## config.mk

```make
export PLATFORM = sky130hd
export DESIGN_NAME = eia_aggregator
export DESIGN_NICKNAME = d
export VERILOG_FILES = /design/src/pkg/eia_pkg.sv /design/src/rtl/eia_aggregator.sv /design/src/rtl/eia_event_cell.sv
export VERILOG_INCLUDE_DIRS = /design/src /design/src/pkg
export SDC_FILE = /design/constraint.sdc
export NUM_CORES = 1
export LEC_CHECK = 0
export BUFFER_PORTS_ARGS = -buffer_cell sky130_fd_sc_hd__buf_4
export CORE_ASPECT_RATIO = 1.5
export CORE_MARGIN = 2
export CORE_UTILIZATION = 25
export CTS_BUF_LIST = sky130_fd_sc_hd__clkbuf_8
export CTS_CLUSTER_DIAMETER = 60
export DETAILED_ROUTE_END_ITERATION = 12
export MAX_ROUTING_LAYER = met4
export PLACE_DENSITY_LB_ADDON = 0.3
export REMOVE_ABC_BUFFERS = 1
export SLEW_MARGIN = 15
export SYNTH_ARGS = -nofsm -noshare
export SYNTH_HDL_FRONTEND = slang
export SYNTH_SLANG_ARGS = --single-unit
```

## constraint.sdc

```tcl
create_clock -name clk_in -period 1 [get_ports clk_in]
set_input_delay 0.1 -clock clk_in [delete_from_list [all_inputs] [get_ports clk_in]]
set_output_delay 0.1 -clock clk_in [all_outputs]
set_load 0.005 [all_outputs]
```

## src/pkg/eia_consts.svh

```systemverilog
/*
 Register offsets, field sizes and reset values of the event interrupt aggregator.
 Assumes inclusion by bare name from the design files; definitions only.
*/
`ifndef EIA_CONSTS_SVH
`define EIA_CONSTS_SVH

// ==========================================================================
// Address map (12-bit configuration address, 8-bit data)
`define EIA_ADDR_W          12
`define EIA_DATA_W          8
`define EIA_CHIP_ARM_ADDR   12'h020
`define EIA_CHIP_STAT_ADDR  12'h024
`define EIA_LINK_ARM0_ADDR  12'h470
`define EIA_LINK_ARM1_ADDR  12'h471
`define EIA_LINK_STAT0_ADDR 12'h472
`define EIA_LINK_STAT1_ADDR 12'h473
`define EIA_LANE_ARM0_ADDR  12'h4B8
`define EIA_LANE_ARM1_ADDR  12'h4B9
`define EIA_LANE_STAT0_ADDR 12'h4BA
`define EIA_LANE_STAT1_ADDR 12'h4BB

// ==========================================================================
// Event counts per group and reset values
`define EIA_CHIP_EVENTS     8
`define EIA_LINK_EVENTS     16
`define EIA_LANE_EVENTS     16
`define EIA_CHIP_ARM_RST    8'h00
`define EIA_GRP_ARM_RST     16'h0000
`define EIA_RD_DATA_RST     8'h00

`endif

```

## src/pkg/eia_pkg.sv

```systemverilog
/*
 Types shared by the event interrupt aggregator.
 Assumes nothing of its surroundings.
*/
package eia_pkg;
	// ======================================================================
	// Bus word types
	typedef logic [11:0] eia_addr_t;
	typedef logic [7:0]  eia_data_t;
endpackage : eia_pkg

```

## src/rtl/eia_aggregator.sv

```systemverilog
/*
 Event interrupt aggregator: per-chip, per-link and per-lane event groups
 combined onto one open-drain, active-low alert output.
 Assumes a register access port from the configuration-port core on clk_in,
 and event triggers from device logic on the same clock.
*/
`include "eia_consts.svh"

// Contract
// - Alert pin is open-drain, active low, pulled up outside, wire-OR capable.
// - Unarmed event keeps its latched flag at zero.
// - Armed event's trigger rising edge sets its sticky flag.
// - Alert pulled low while any flag is set, released otherwise.
// - Flag clears by its clear strobe or by device reset.
// - Status readback returns raw trigger or latched flag by selection.
// - Several register groups together monitor up to 75 events.
// - Per-chip readback: flag when armed, raw trigger when not.
// - Link and lane readback: flag when armed, zero when not.
// - Per-chip arm register read/write; status register reads status, writes clear.
// - Lane group arm by two writes; two status registers read and clear.
// - Link registers take arm writes, clear writes, and return status.
// - Datapath I and Q check failures are per-chip events, bits 1:0.
module eia_aggregator (
	input  wire logic                         clk_in,
	input  wire logic                         reset_n_in,
	input  wire logic                         wr_en_in,
	input  wire logic                         rd_en_in,
	input  wire eia_pkg::eia_addr_t           addr_in,
	input  wire eia_pkg::eia_data_t           wr_data_in,
	input  wire logic [`EIA_CHIP_EVENTS-1:0]  chip_trig_in,
	input  wire logic [`EIA_LINK_EVENTS-1:0]  link_trig_in,
	input  wire logic [`EIA_LANE_EVENTS-1:0]  lane_trig_in,
	output eia_pkg::eia_data_t                rd_data_out,
	output logic                              rd_valid_out,
	output logic                              alert_n_out,
	output logic                              alert_oe_n_out
);
	// ======================================================================
	// Arm registers
	logic [`EIA_CHIP_EVENTS-1:0] chip_arm_ff;
	logic [`EIA_LINK_EVENTS-1:0] link_arm_ff;
	logic [`EIA_LANE_EVENTS-1:0] lane_arm_ff;
	logic [`EIA_CHIP_EVENTS-1:0] chip_clr;
	logic [`EIA_LINK_EVENTS-1:0] link_clr;
	logic [`EIA_LANE_EVENTS-1:0] lane_clr;
	logic [`EIA_CHIP_EVENTS-1:0] chip_flag;
	logic [`EIA_LINK_EVENTS-1:0] link_flag;
	logic [`EIA_LANE_EVENTS-1:0] lane_flag;
	logic [`EIA_CHIP_EVENTS-1:0] chip_rdbk;
	logic [`EIA_LINK_EVENTS-1:0] link_rdbk;
	logic [`EIA_LANE_EVENTS-1:0] lane_rdbk;
	eia_pkg::eia_data_t          nxt_rd_data;
	logic                        any_flag;
	eia_pkg::eia_data_t          rd_data_ff;
	logic                        rd_valid_ff;
	logic                        alert_oe_n_ff;
	logic                        alert_n_ff;

	// Per-chip arm word, readable and writable
	always_ff @(posedge clk_in or negedge reset_n_in) begin
		if (!reset_n_in) begin
			chip_arm_ff <= `EIA_CHIP_ARM_RST;
		end else if (wr_en_in && addr_in == `EIA_CHIP_ARM_ADDR) begin
			chip_arm_ff <= wr_data_in;
		end
	end

	// Link group arm words, low byte then high byte
	always_ff @(posedge clk_in or negedge reset_n_in) begin
		if (!reset_n_in) begin
			link_arm_ff <= `EIA_GRP_ARM_RST;
		end else if (wr_en_in && addr_in == `EIA_LINK_ARM0_ADDR) begin
			link_arm_ff[7:0] <= wr_data_in;
		end else if (wr_en_in && addr_in == `EIA_LINK_ARM1_ADDR) begin
			link_arm_ff[15:8] <= wr_data_in;
		end
	end

	// Lane group arm words are write only; reads return zero
	always_ff @(posedge clk_in or negedge reset_n_in) begin
		if (!reset_n_in) begin
			lane_arm_ff <= `EIA_GRP_ARM_RST;
		end else if (wr_en_in && addr_in == `EIA_LANE_ARM0_ADDR) begin
			lane_arm_ff[7:0] <= wr_data_in;
		end else if (wr_en_in && addr_in == `EIA_LANE_ARM1_ADDR) begin
			lane_arm_ff[15:8] <= wr_data_in;
		end
	end

	// ======================================================================
	// Write-one-to-clear strobes, one cycle wide with the write
	always_comb begin
		chip_clr = '0;
		link_clr = '0;
		lane_clr = '0;
		if (wr_en_in) begin
			case (addr_in)
				`EIA_CHIP_STAT_ADDR:  chip_clr = wr_data_in;
				`EIA_LINK_STAT0_ADDR: link_clr[7:0] = wr_data_in;
				`EIA_LINK_STAT1_ADDR: link_clr[15:8] = wr_data_in;
				`EIA_LANE_STAT0_ADDR: lane_clr[7:0] = wr_data_in;
				`EIA_LANE_STAT1_ADDR: lane_clr[15:8] = wr_data_in;
				default:              chip_clr = '0;
			endcase
		end
	end

	// ======================================================================
	// Event groups: 8 + 16 + 16 events, within the 75 the scheme allows
	// Per-chip readback selection follows the arm bit
	eia_event_cell #(.W(`EIA_CHIP_EVENTS)) u_chip (
		.clk_in      (clk_in),
		.reset_n_in  (reset_n_in),
		.trig_in     (chip_trig_in),
		.arm_in      (chip_arm_ff),
		.clr_in      (chip_clr),
		.sel_flag_in (chip_arm_ff),
		.flag_out    (chip_flag),
		.rdbk_out    (chip_rdbk)
	);

	// Link and lane readback always selects the flag, zero when unarmed
	eia_event_cell #(.W(`EIA_LINK_EVENTS)) u_link (
		.clk_in      (clk_in),
		.reset_n_in  (reset_n_in),
		.trig_in     (link_trig_in),
		.arm_in      (link_arm_ff),
		.clr_in      (link_clr),
		.sel_flag_in ({`EIA_LINK_EVENTS{1'b1}}),
		.flag_out    (link_flag),
		.rdbk_out    (link_rdbk)
	);

	eia_event_cell #(.W(`EIA_LANE_EVENTS)) u_lane (
		.clk_in      (clk_in),
		.reset_n_in  (reset_n_in),
		.trig_in     (lane_trig_in),
		.arm_in      (lane_arm_ff),
		.clr_in      (lane_clr),
		.sel_flag_in ({`EIA_LANE_EVENTS{1'b1}}),
		.flag_out    (lane_flag),
		.rdbk_out    (lane_rdbk)
	);

	// ======================================================================
	// Read mux; unmapped and write-only addresses read as zero
	always_comb begin
		nxt_rd_data = `EIA_RD_DATA_RST;
		case (addr_in)
			`EIA_CHIP_ARM_ADDR:   nxt_rd_data = chip_arm_ff;
			`EIA_CHIP_STAT_ADDR:  nxt_rd_data = chip_rdbk;
			`EIA_LINK_ARM0_ADDR:  nxt_rd_data = link_rdbk[7:0];
			`EIA_LINK_ARM1_ADDR:  nxt_rd_data = link_rdbk[15:8];
			`EIA_LINK_STAT0_ADDR: nxt_rd_data = link_rdbk[7:0];
			`EIA_LINK_STAT1_ADDR: nxt_rd_data = link_rdbk[15:8];
			`EIA_LANE_STAT0_ADDR: nxt_rd_data = lane_rdbk[7:0];
			`EIA_LANE_STAT1_ADDR: nxt_rd_data = lane_rdbk[15:8];
			default:              nxt_rd_data = `EIA_RD_DATA_RST;
		endcase
	end

	// Read data registered: one cycle after the read strobe
	always_ff @(posedge clk_in or negedge reset_n_in) begin
		if (!reset_n_in) begin
			rd_data_ff  <= `EIA_RD_DATA_RST;
			rd_valid_ff <= 1'b0;
		end else begin
			rd_valid_ff <= rd_en_in;
			if (rd_en_in) begin
				rd_data_ff <= nxt_rd_data;
			end
		end
	end

	// ======================================================================
	// Open-drain alert: data pin held low, enable low while any flag is set.
	// Driving only a low level keeps the pin safe to wire-OR with others.
	assign any_flag = (|chip_flag) | (|link_flag) | (|lane_flag);

	always_ff @(posedge clk_in or negedge reset_n_in) begin
		if (!reset_n_in) begin
			alert_n_ff    <= 1'b0;
			alert_oe_n_ff <= 1'b1;
		end else begin
			alert_n_ff    <= 1'b0;
			alert_oe_n_ff <= ~any_flag;
		end
	end

	assign rd_data_out    = rd_data_ff;
	assign rd_valid_out   = rd_valid_ff;
	assign alert_n_out    = alert_n_ff;
	assign alert_oe_n_out = alert_oe_n_ff;
endmodule : eia_aggregator

```

## src/rtl/eia_event_cell.sv

```systemverilog
/*
 A row of event cells: edge detect, arm gating, sticky flag and readback mux.
 Assumes triggers are already in the clk_in domain.
*/
module eia_event_cell #(
	parameter int W = 8
) (
	input  wire logic         clk_in,
	input  wire logic         reset_n_in,
	input  wire logic [W-1:0] trig_in,
	input  wire logic [W-1:0] arm_in,
	input  wire logic [W-1:0] clr_in,
	input  wire logic [W-1:0] sel_flag_in,
	output logic      [W-1:0] flag_out,
	output logic      [W-1:0] rdbk_out
);
	logic [W-1:0] trig_prev_ff;
	logic [W-1:0] flag_ff;
	logic [W-1:0] rise;

	// ======================================================================
	// Edge detect against last cycle's trigger
	always_ff @(posedge clk_in or negedge reset_n_in) begin
		if (!reset_n_in) begin
			trig_prev_ff <= '0;
		end else begin
			trig_prev_ff <= trig_in;
		end
	end
	assign rise = trig_in & ~trig_prev_ff;

	// Sticky flag; a set in the clear cycle wins so no event is lost
	always_ff @(posedge clk_in or negedge reset_n_in) begin
		if (!reset_n_in) begin
			flag_ff <= '0;
		end else begin
			flag_ff <= arm_in & ((flag_ff & ~clr_in) | rise);
		end
	end

	assign flag_out = flag_ff;
	// Readback picks latched flag or raw trigger; the flag path is gated by the arm bit
	// so a read in the cycle right after a disarm never shows the stale flag
	assign rdbk_out = (sel_flag_in & arm_in & flag_ff) | (~sel_flag_in & trig_in);
endmodule : eia_event_cell

```

# Yosys cells after proc, flatten, opt, wreduce, memory -nomap -nowiden
# Cells that the tools add are included.
[word_totals]
regBits = 130
wordCells = 75
[classes]
eq_ne = 10
n_mux = 9
bitwise_logic = 30
reduce_logical = 12
[op_table]
columns = ["cell", "count"]
rows = [
  ["$and A16 B16 Y16", 8],
  ["$eq A12 B11 Y1 const B", 8],
  ["$not A16 Y16", 4],
  ["$and A8 B8 Y8", 6],
  ["$mux W8", 6],
  ["$pmux W8 S6", 1],
  ["$mux W16", 2],
  ["$or A16 B16 Y16", 2],
  ["$reduce_or A16 Y1", 2],
  ["$eq A12 B6 Y1 const B", 2],
  ["$not A8 Y8", 3],
  ["$or A8 B8 Y8", 2],
  ["$reduce_or A8 Y1", 1],
  ["$logic_and A1 B1 Y1", 5],
  ["$reduce_and A2 Y1", 2],
  ["$reduce_or A2 Y1", 2],
  ["$not A1 Y1", 3],
  ["$or A1 B1 Y1", 2],
]

# Depth between registers and ports, before layout
# Gate-level depths: netlist (run 1).
[logic_depth]
word_depth = 7
depth_mapped = 6
mapped_depth_nobuf = 4

# Hierarchy
# A second synthesis (run 1) with hierarchy kept.
[hier_totals]
hier_cells = 569
area_unflattened_um2 = 6222.2
[modules_own_cells]
columns = ["mod", "instances", "cells_each", "area_per_inst_um2", "seq_area_each_um2"]
rows = [
  ["eia_event_cell (u_lane ...)", 2, 128, 1401.3, 800.8],
  ["eia_aggregator", 1, 249, 2718.9, 1252.5],
  ["eia_event_cell (u_chip)", 1, 64, 700.7, 400.4],
]

# Least setup slack after synthesis (run 1)
# Ideal clock, no wire load.
[synth_path]
path_type = "input to register"
from = "input addr_in[9]"
to = "register link_arm_ff[10]"
setup_ns = 0.125
t_arrival_ns = 1.729
setup_slack_ns = -0.853
cell_stages = 4
n_path_buf = 0
cell_sequence = "or4_4 or4_4 nor2_8 mux2_2"
[synth_between]
elab_chain_cells = 4
[synth_rtl]
columns = ["item", "line_no", "rtl"]
rows = [
  ["start: declaration", "eia_aggregator.sv:28", "input wire eia_pkg::eia_addr_t addr_in,"],
  ["$eq A12 B11 Y1", "n/a", ""],
  ["$logic_and A1 B1 Y1 (no line)", "n/a", ""],
  ["$not A1 Y1 (no line)", "n/a", ""],
  ["$reduce_and A2 Y1 (no line) (*)", "n/a", ""],
  ["end signal: assignment", "eia_aggregator.sv:71", "link_arm_ff <= `EIA_GRP_ARM_RST;"],
  ["end signal: assignment", "eia_aggregator.sv:75", "link_arm_ff[15:8] <= wr_data_in;"],
  ["end: declaration", "eia_aggregator.sv:41", "logic [`EIA_LINK_EVENTS-1:0] link_arm_ff;"],
]
# Mark *: on every way between the ends. The rest lies on a longest branch, timed or not.
# A chain may end at the register's enable or synchronous reset.

# Worst setup path after layout (run 1)
[layout_path]
from = "input addr_in[7]"
to = "register link_arm_ff[11]"
# The elaborated chain is that of the path after synthesis.

==> qor.txt, run 1 <==
DR iter-0 viols - 196
Tmin final - 1540 ps
CTS buffer count - 17
Residual DRC - 0
setup slack after layout - -537 ps
Post-synth EDFFs - 0
CTS sink count - 130
drt first pass iters - 5
Worst R2R End - rd_data_out[4]$_DFFE_PN0P_
gp weighted congestion - 0.862
Final Power - 11.2 mW
CTS clk-pin slew, worst paths - 80 ps
hpwl dp - 12.4 mm
RSZ-0062 raised after global routing - true
n_diodes - 0
most frequent cell after synthesis - dfrtp_1
status - finished, violations left
Max VDD drop - 0.000755 V
fin crit share - 1.54
Leak - 3.94 nW
share of layout cells above drive strength 1 - 0.418
core area - 21800 um^2
final wirelength - 17.8 mm
CP Max Fanout - 4
cell count after synthesis - 500
Commonest cells post-synth - dfrtp_1, nor2b_1, o21ai_0
first-pass GRT wire length - 28.1 mm
TritonCTS clock tree - built
post-route ant nets - 0
sequential-to-total area share from yosys stat - 0.584
top area cells in the synthesized netlist - dfrtp_1, nor2b_1, mux2_2
area grow syn2layout - 55.7%
initial core utilization - 0.255
Hold Fails Final Rpt - 0
routed vias/inst - 4.64
cell count of the worst reg-to-reg path - 6
Worst Setup End Kind - flip-flop
top_reg_cell synth - dfrtp_1
H-tree Lvls - 4
skew final - 10.4 ps
Final setup violation count - 99
initial antenna violation count - 0
vias in the first global route - 5058
R2R Path Start - u_lane.flag_out[12]$_DFF_PN0_
ys async rst share - 1.00
die width - 126 um
Synth top area share - 0.580
violated checks - setup timing
Syn Std Cell Area - 5570 um^2
final instance area - 8670 um^2
Vias - 4717
clk_lat worst skew - 450 ps
Total Routing Usage GR - 0.162
CP required - 1340 ps
clock root cell - clkbuf_8
worst hold path class - input pin to flip-flop
Min Hold Slack - 41.9 ps
Worst Path Class, Setup - input pin to flip-flop
Fmax achieved - 651 MHz
Bufs on Longest Clock Path - 2
#FFs+latches synth - 130
CP Launch Type - input pin
Reg2Reg Setup Slack - -280 ps
Distinct cells, synth - 32
cell taking the most area after synthesis - dfrtp_1
Avg Inst Size Synth - 11.1 um^2
Final Max Slew Viols - 0
# port buffers - 73
Synth Warn # - 0
Congestion Overflow GR - 0
DIE AREA - 23500 um^2
site row count - 66
largest net degree at the start of global routing - 71
Critical Path Sink - link_arm_ff[11]$_DFFE_PN0P_
Power Density - 1290 nW/um^2
Critical Path Source - addr_in[7]
I/O Pins - 75
Worst Path Arrival - 1880 ps
nets - 795
Die H - 187 um
Max-Cap Viols - 0
Wirelength per Cell - 17.5 um
Post-DP Area - 7150 um^2
## worst min-delay path by stage
stage	from	cells after the start	slack, ps	end
finish	wr_data_in[4]	3	40	lane_arm_ff[12]$_DFFE_PN0P_
global route	wr_data_in[4]	3	20	lane_arm_ff[12]$_DFFE_PN0P_
CTS	wr_data_in[4]	3	10	lane_arm_ff[12]$_DFFE_PN0P_
detailed placement	reset_n_in	2	140	u_link.trig_prev_ff[12]$_DFF_PN0_
global placement	reset_n_in	2	140	u_link.trig_prev_ff[12]$_DFF_PN0_
floorplan	reset_n_in	0	-200	chip_arm_ff[0]$_DFFE_PN0P_
## per-stage QoR
| step | setup slack (ps) | util | cells | TNS (ps) |
|---|---|---|---|---|
| 5_1_grt | -531 | 0.398 | 1016 | -30190 |
| 3_3_place_gp | -1050 | 0.328 | 918 | -72810 |
| 4_1_cts | -535 | 0.392 | 1009 | -25440 |
| 6_report | -537 | 0.398 | 1016 | -28920 |
| 2_1_floorplan | -853 | - | 485 | -55480 |
| 3_5_place_dp | -1060 | 0.328 | 918 | -74220 |
## placed cells by master (no fill, tap or decap), types with 4 or more instances in the layout
master | synthesis | layout
a21oi_1 | 48 | 17
a21oi_2 | 0 | 31
a22oi_1 | 8 | 5
a31oi_1 | 16 | 16
and2_1 | 10 | 8
buf_12 | 0 | 11
buf_4 | 1 | 139
buf_6 | 0 | 28
clkbuf_8 | 0 | 18
clkinv_2 | 0 | 4
clkinv_4 | 0 | 5
dfrtp_1 | 129 | 129
dlygate4sd3_1 | 0 | 49
inv_1 | 9 | 10
mux2_2 | 40 | 16
mux2_4 | 0 | 24
nand2_1 | 26 | 23
nand3_1 | 19 | 18
nor2_1 | 12 | 10
nor2b_1 | 81 | 80
nor4_1 | 10 | 6
nor4_4 | 3 | 5
o21ai_0 | 56 | 55
## where the power goes
part / internal [mW] / switching [mW]
logic: 0.557 / 0.512
clock network: 2.52 / 2.15
registers: 5.37 / 0.0488
total: 8.45 / 2.71
## kinds of logic (layout without fill, tap and decap cells)
| group | count (synthesis) | in the layout | share of synthesized area |
|---|---|---|---|
| AOI/OAI and AO/OA | 128 | 128 | 0.122 |
| buffers and inverters | 24 | 268 | 0.0180 |
| DFF | 130 | 130 | 0.584 |
| muxes | 40 | 40 | 0.0809 |
| other | 1 | 1 | 0.000674 |
| and+or+nand+nor | 177 | 177 | 0.194 |
## registers in the layout, indices dropped and copies added (netlist names)
name                 flops
link_arm_ff             16
u_link.trig_prev_ff     16
u_lane.flag_out         16
rd_valid_out             1
alert_oe_n_out           1
chip_arm_ff              8
u_lane.trig_prev_ff     16
u_chip.flag_out          8
u_link.flag_out         16
u_chip.trig_prev_ff      8
rd_data_out              8
lane_arm_ff             16
## layer usage
metal | track usage | part of all wire | up-vias
met4 | 0.0731 | 0.041 | 0
met5 | - | 0 | -
met3 | 0.0310 | 0.037 | 31
li1 | - | - | 2233
met2 | 0.280 | 0.52 | 113
met1 | 0.180 | 0.40 | 2340
## critical path, cell delays in order
cell,delay [ps]
buf_6,90
or4_4,530
or4_4,560
nor2_8,160
buf_12,140
mux2_4,300
## timing repair
action	in CTS	in global routing
gates resized for setup	100	14
gates cloned	0	0
setup buffers	10	7
endpoints found under the hold margin	206	0
pin swaps	20	9
setup endpoints to repair	99	99
hold buffers	49	0
## cell type report
cell class | instances | area, um^2
timing repair buffer | 227 | 2070
clock inverter | 14 | 165
clock buffer | 18 | 248
inverter | 9 | 33.8
multi-input combinational | 346 | 2560
fill | 2152 | 13100
sequential | 130 | 3250
tap | 272 | 340
Note: power is estimated with default switching activity, not from simulation.
==> inputs of run 2 (changes only) <==
==> constraint.sdc (replaced) <==
create_clock -name clk_in -period 1.6 [get_ports clk_in]
set_input_delay 0.16 -clock clk_in [delete_from_list [all_inputs] [get_ports clk_in]]
set_output_delay 0.16 -clock clk_in [all_outputs]
set_load 0.005 [all_outputs]
==> run 2 against run 1 <==
The run now ends clean. Sequential power is 37% lower. Die area stayed put. Critical path depth stayed put. Critical path type unchanged.
==> qor.txt, run 2 (synthesized netlist as in run 1, its figures left out) <==
status - finished clean (was finished, violations left)
Tmin final - 1600 ps
Wirelength per Cell - 18.2 um (was 17.5 um)
largest net degree at the start of global routing - 76 (was 71)
max_slew headroom - 0.623
vias in the first global route - 4826 (was 5058)
DIE AREA - 23500 um^2 (unchanged)
clk_lat worst skew - 450 ps (about the same)
first-pass GRT wire length - 27.0 mm (was 28.1 mm)
Final Max Slew Viols - 0 (unchanged)
Leak - 3.53 nW (was 3.94 nW)
CP Launch Type - input pin (unchanged)
CTS buffer count - 17 (unchanged)
clock root cell - clkbuf_8 (unchanged)
fin crit share - 0.999
Util after Layout - 0.358 (was 0.398)
worst hold path class - input pin to async pin (was input pin to flip-flop)
final instance area - 7800 um^2 (was 8670 um^2)
# port buffers - 73 (unchanged)
routed vias/inst - 4.67 (was 4.64)
RSZ-0062 raised after global routing - false (was true)
Worst R2R End - alert_oe_n_out$_DFF_PN1_ (was rd_data_out[4]$_DFFE_PN0P_)
Residual DRC - 0 (unchanged)
gp weighted congestion - 0.865 (was 0.862)
final wirelength - 17.4 mm (was 17.8 mm)
initial core utilization - 0.255 (unchanged)
Congestion Overflow GR - 0 (unchanged)
Final Power - 7.25 mW (was 11.2 mW)
Worst Path Class, Setup - input pin to flip-flop (unchanged)
drt first pass iters - 5 (unchanged)
Tightest Pin Transition - 561 ps
CP Max Fanout - 4 (unchanged)
Max-Cap Viols - 0 (unchanged)
most frequent cells in the layout - dfrtp_1, buf_4, nor2b_1, o21ai_0, dlygate4sd3_1 (was buf_4, dfrtp_1, nor2b_1, o21ai_0, dlygate4sd3_1)
Power Density - 929 nW/um^2 (was 1290 nW/um^2)
CTS sink count - 130 (unchanged)
Min Hold Slack - 267 ps (was 41.9 ps)
Bufs on Longest Clock Path - 2 (unchanged)
Post-DP Area - 6760 um^2 (was 7150 um^2)
die width - 126 um (unchanged)
H-tree Lvls - 4 (unchanged)
Worst Path Arrival - 1930 ps (was 1880 ps)
I/O Pins - 75 (unchanged)
Die H - 187 um (unchanged)
skew final - 12.9 ps (was 10.4 ps)
DR iter-0 viols - 241 (was 196)
CP required - 1930 ps (was 1340 ps)
TritonCTS clock tree - built (unchanged)
most common cell after layout, fill and taps aside - dfrtp_1 (was buf_4)
site row count - 66 (unchanged)
CTS clk-pin slew, worst paths - 70 ps (was 80 ps)
Total Routing Usage GR - 0.156 (was 0.162)
post-route ant nets - 0 (unchanged)
pre-CTS WS - -528 ps (was -1060 ps)
fillers - 2175 (was 2152)
Max VDD drop - 0.000514 V (was 0.000755 V)
cell count of the worst reg-to-reg path - 3 (was 6)
nets - 732 (was 795)
hpwl dp - 12.3 mm (was 12.4 mm)
Worst Setup End Kind - flip-flop (unchanged)
Hold Fails Final Rpt - 0 (unchanged)
Reg2Reg Setup Slack - 50 ps (was -280 ps)
Vias - 4452 (was 4717)
setup slack after layout - 1.96 ps (was -537 ps)
R2R Path Start - u_link.flag_out[0]$_DFF_PN0_ (was u_lane.flag_out[12]$_DFF_PN0_)
share of layout cells above drive strength 1 - 0.285 (was 0.418)
Fmax achieved - 626 MHz
n_diodes - 0 (unchanged)
Critical Path Source - addr_in[7] (unchanged)
initial antenna violation count - 0 (unchanged)
core area - 21800 um^2 (unchanged)
area grow syn2layout - 40.2% (was 55.7%)
Final setup violation count - 0 (was 99)
-- run 2: changes by cell type in the layout (fill, tap and decap cells not counted), sizes merged --
cell / change
dlygate4sd3: +1
bufinv: +2
inv: +3
clkinv: -7
buf: -64
clkinvlp: +2
-- run 2: layer usage --
metal	global-route usage	routed length (um)	vias up
met5	-	0	-
met4	0.0752	654	0
met3	0.0264	468	34
met2	0.273	9300	100
met1	0.170	6940	2213
li1	-	-	2105
-- run 2: area by class of cell --
cell class	instances	area [um^2]	area share
Sequential cell	130	3250	0.417
Inverter	9	33.8	0.00433
Clock inverter	14	211	0.0271
Multi-Input combinational cell	346	2240	0.287
Timing Repair Buffer	164	1470	0.189
Clock buffer	18	248	0.0317
Tap cell	272	340	0.0436
-- run 2: worst max-delay path by stage --
stage                                   to  slack [ps]  depth (start not counted)
2_1_floorplan  link_arm_ff[10]$_DFFE_PN0P_        -310                          4
3_3_place_gp   link_arm_ff[14]$_DFFE_PN0P_        -510                          5
3_5_place_dp   link_arm_ff[10]$_DFFE_PN0P_        -530                          5
4_1_cts        link_arm_ff[10]$_DFFE_PN0P_          20                          6
5_1_grt        link_arm_ff[10]$_DFFE_PN0P_           6                          6
6_report       link_arm_ff[10]$_DFFE_PN0P_           2                          6
-- run 2: repair_timing --
action	4_1_cts	5_1_grt
setup buffers	3	0
resized for setup	9	0
endpoints found under the setup margin	8	0
hold buffers	49	1
endpoints found under the hold margin	202	1
-- run 2: critical path: stages --
cell,delay [ps]
buf_6,90
or4_4,530
or4_4,570
nor2_8,140
buf_12,140
mux2_4,300
-- run 2: power by group --
part,switching [mW],total (mW),internal (mW)
combinational,0.296,0.610,0.313
clock,1.37,3.26,1.89
sequential,0.0283,3.39,3.36
total,1.69,7.25,5.56
-- run 2: through the flow --
stage,cells,setup TNS [ps]
after global placement,868,-25340
after global routing,953,0
after floorplan,485,-9540
after detailed placement,868,-26480
final,953,0
after CTS,952,0
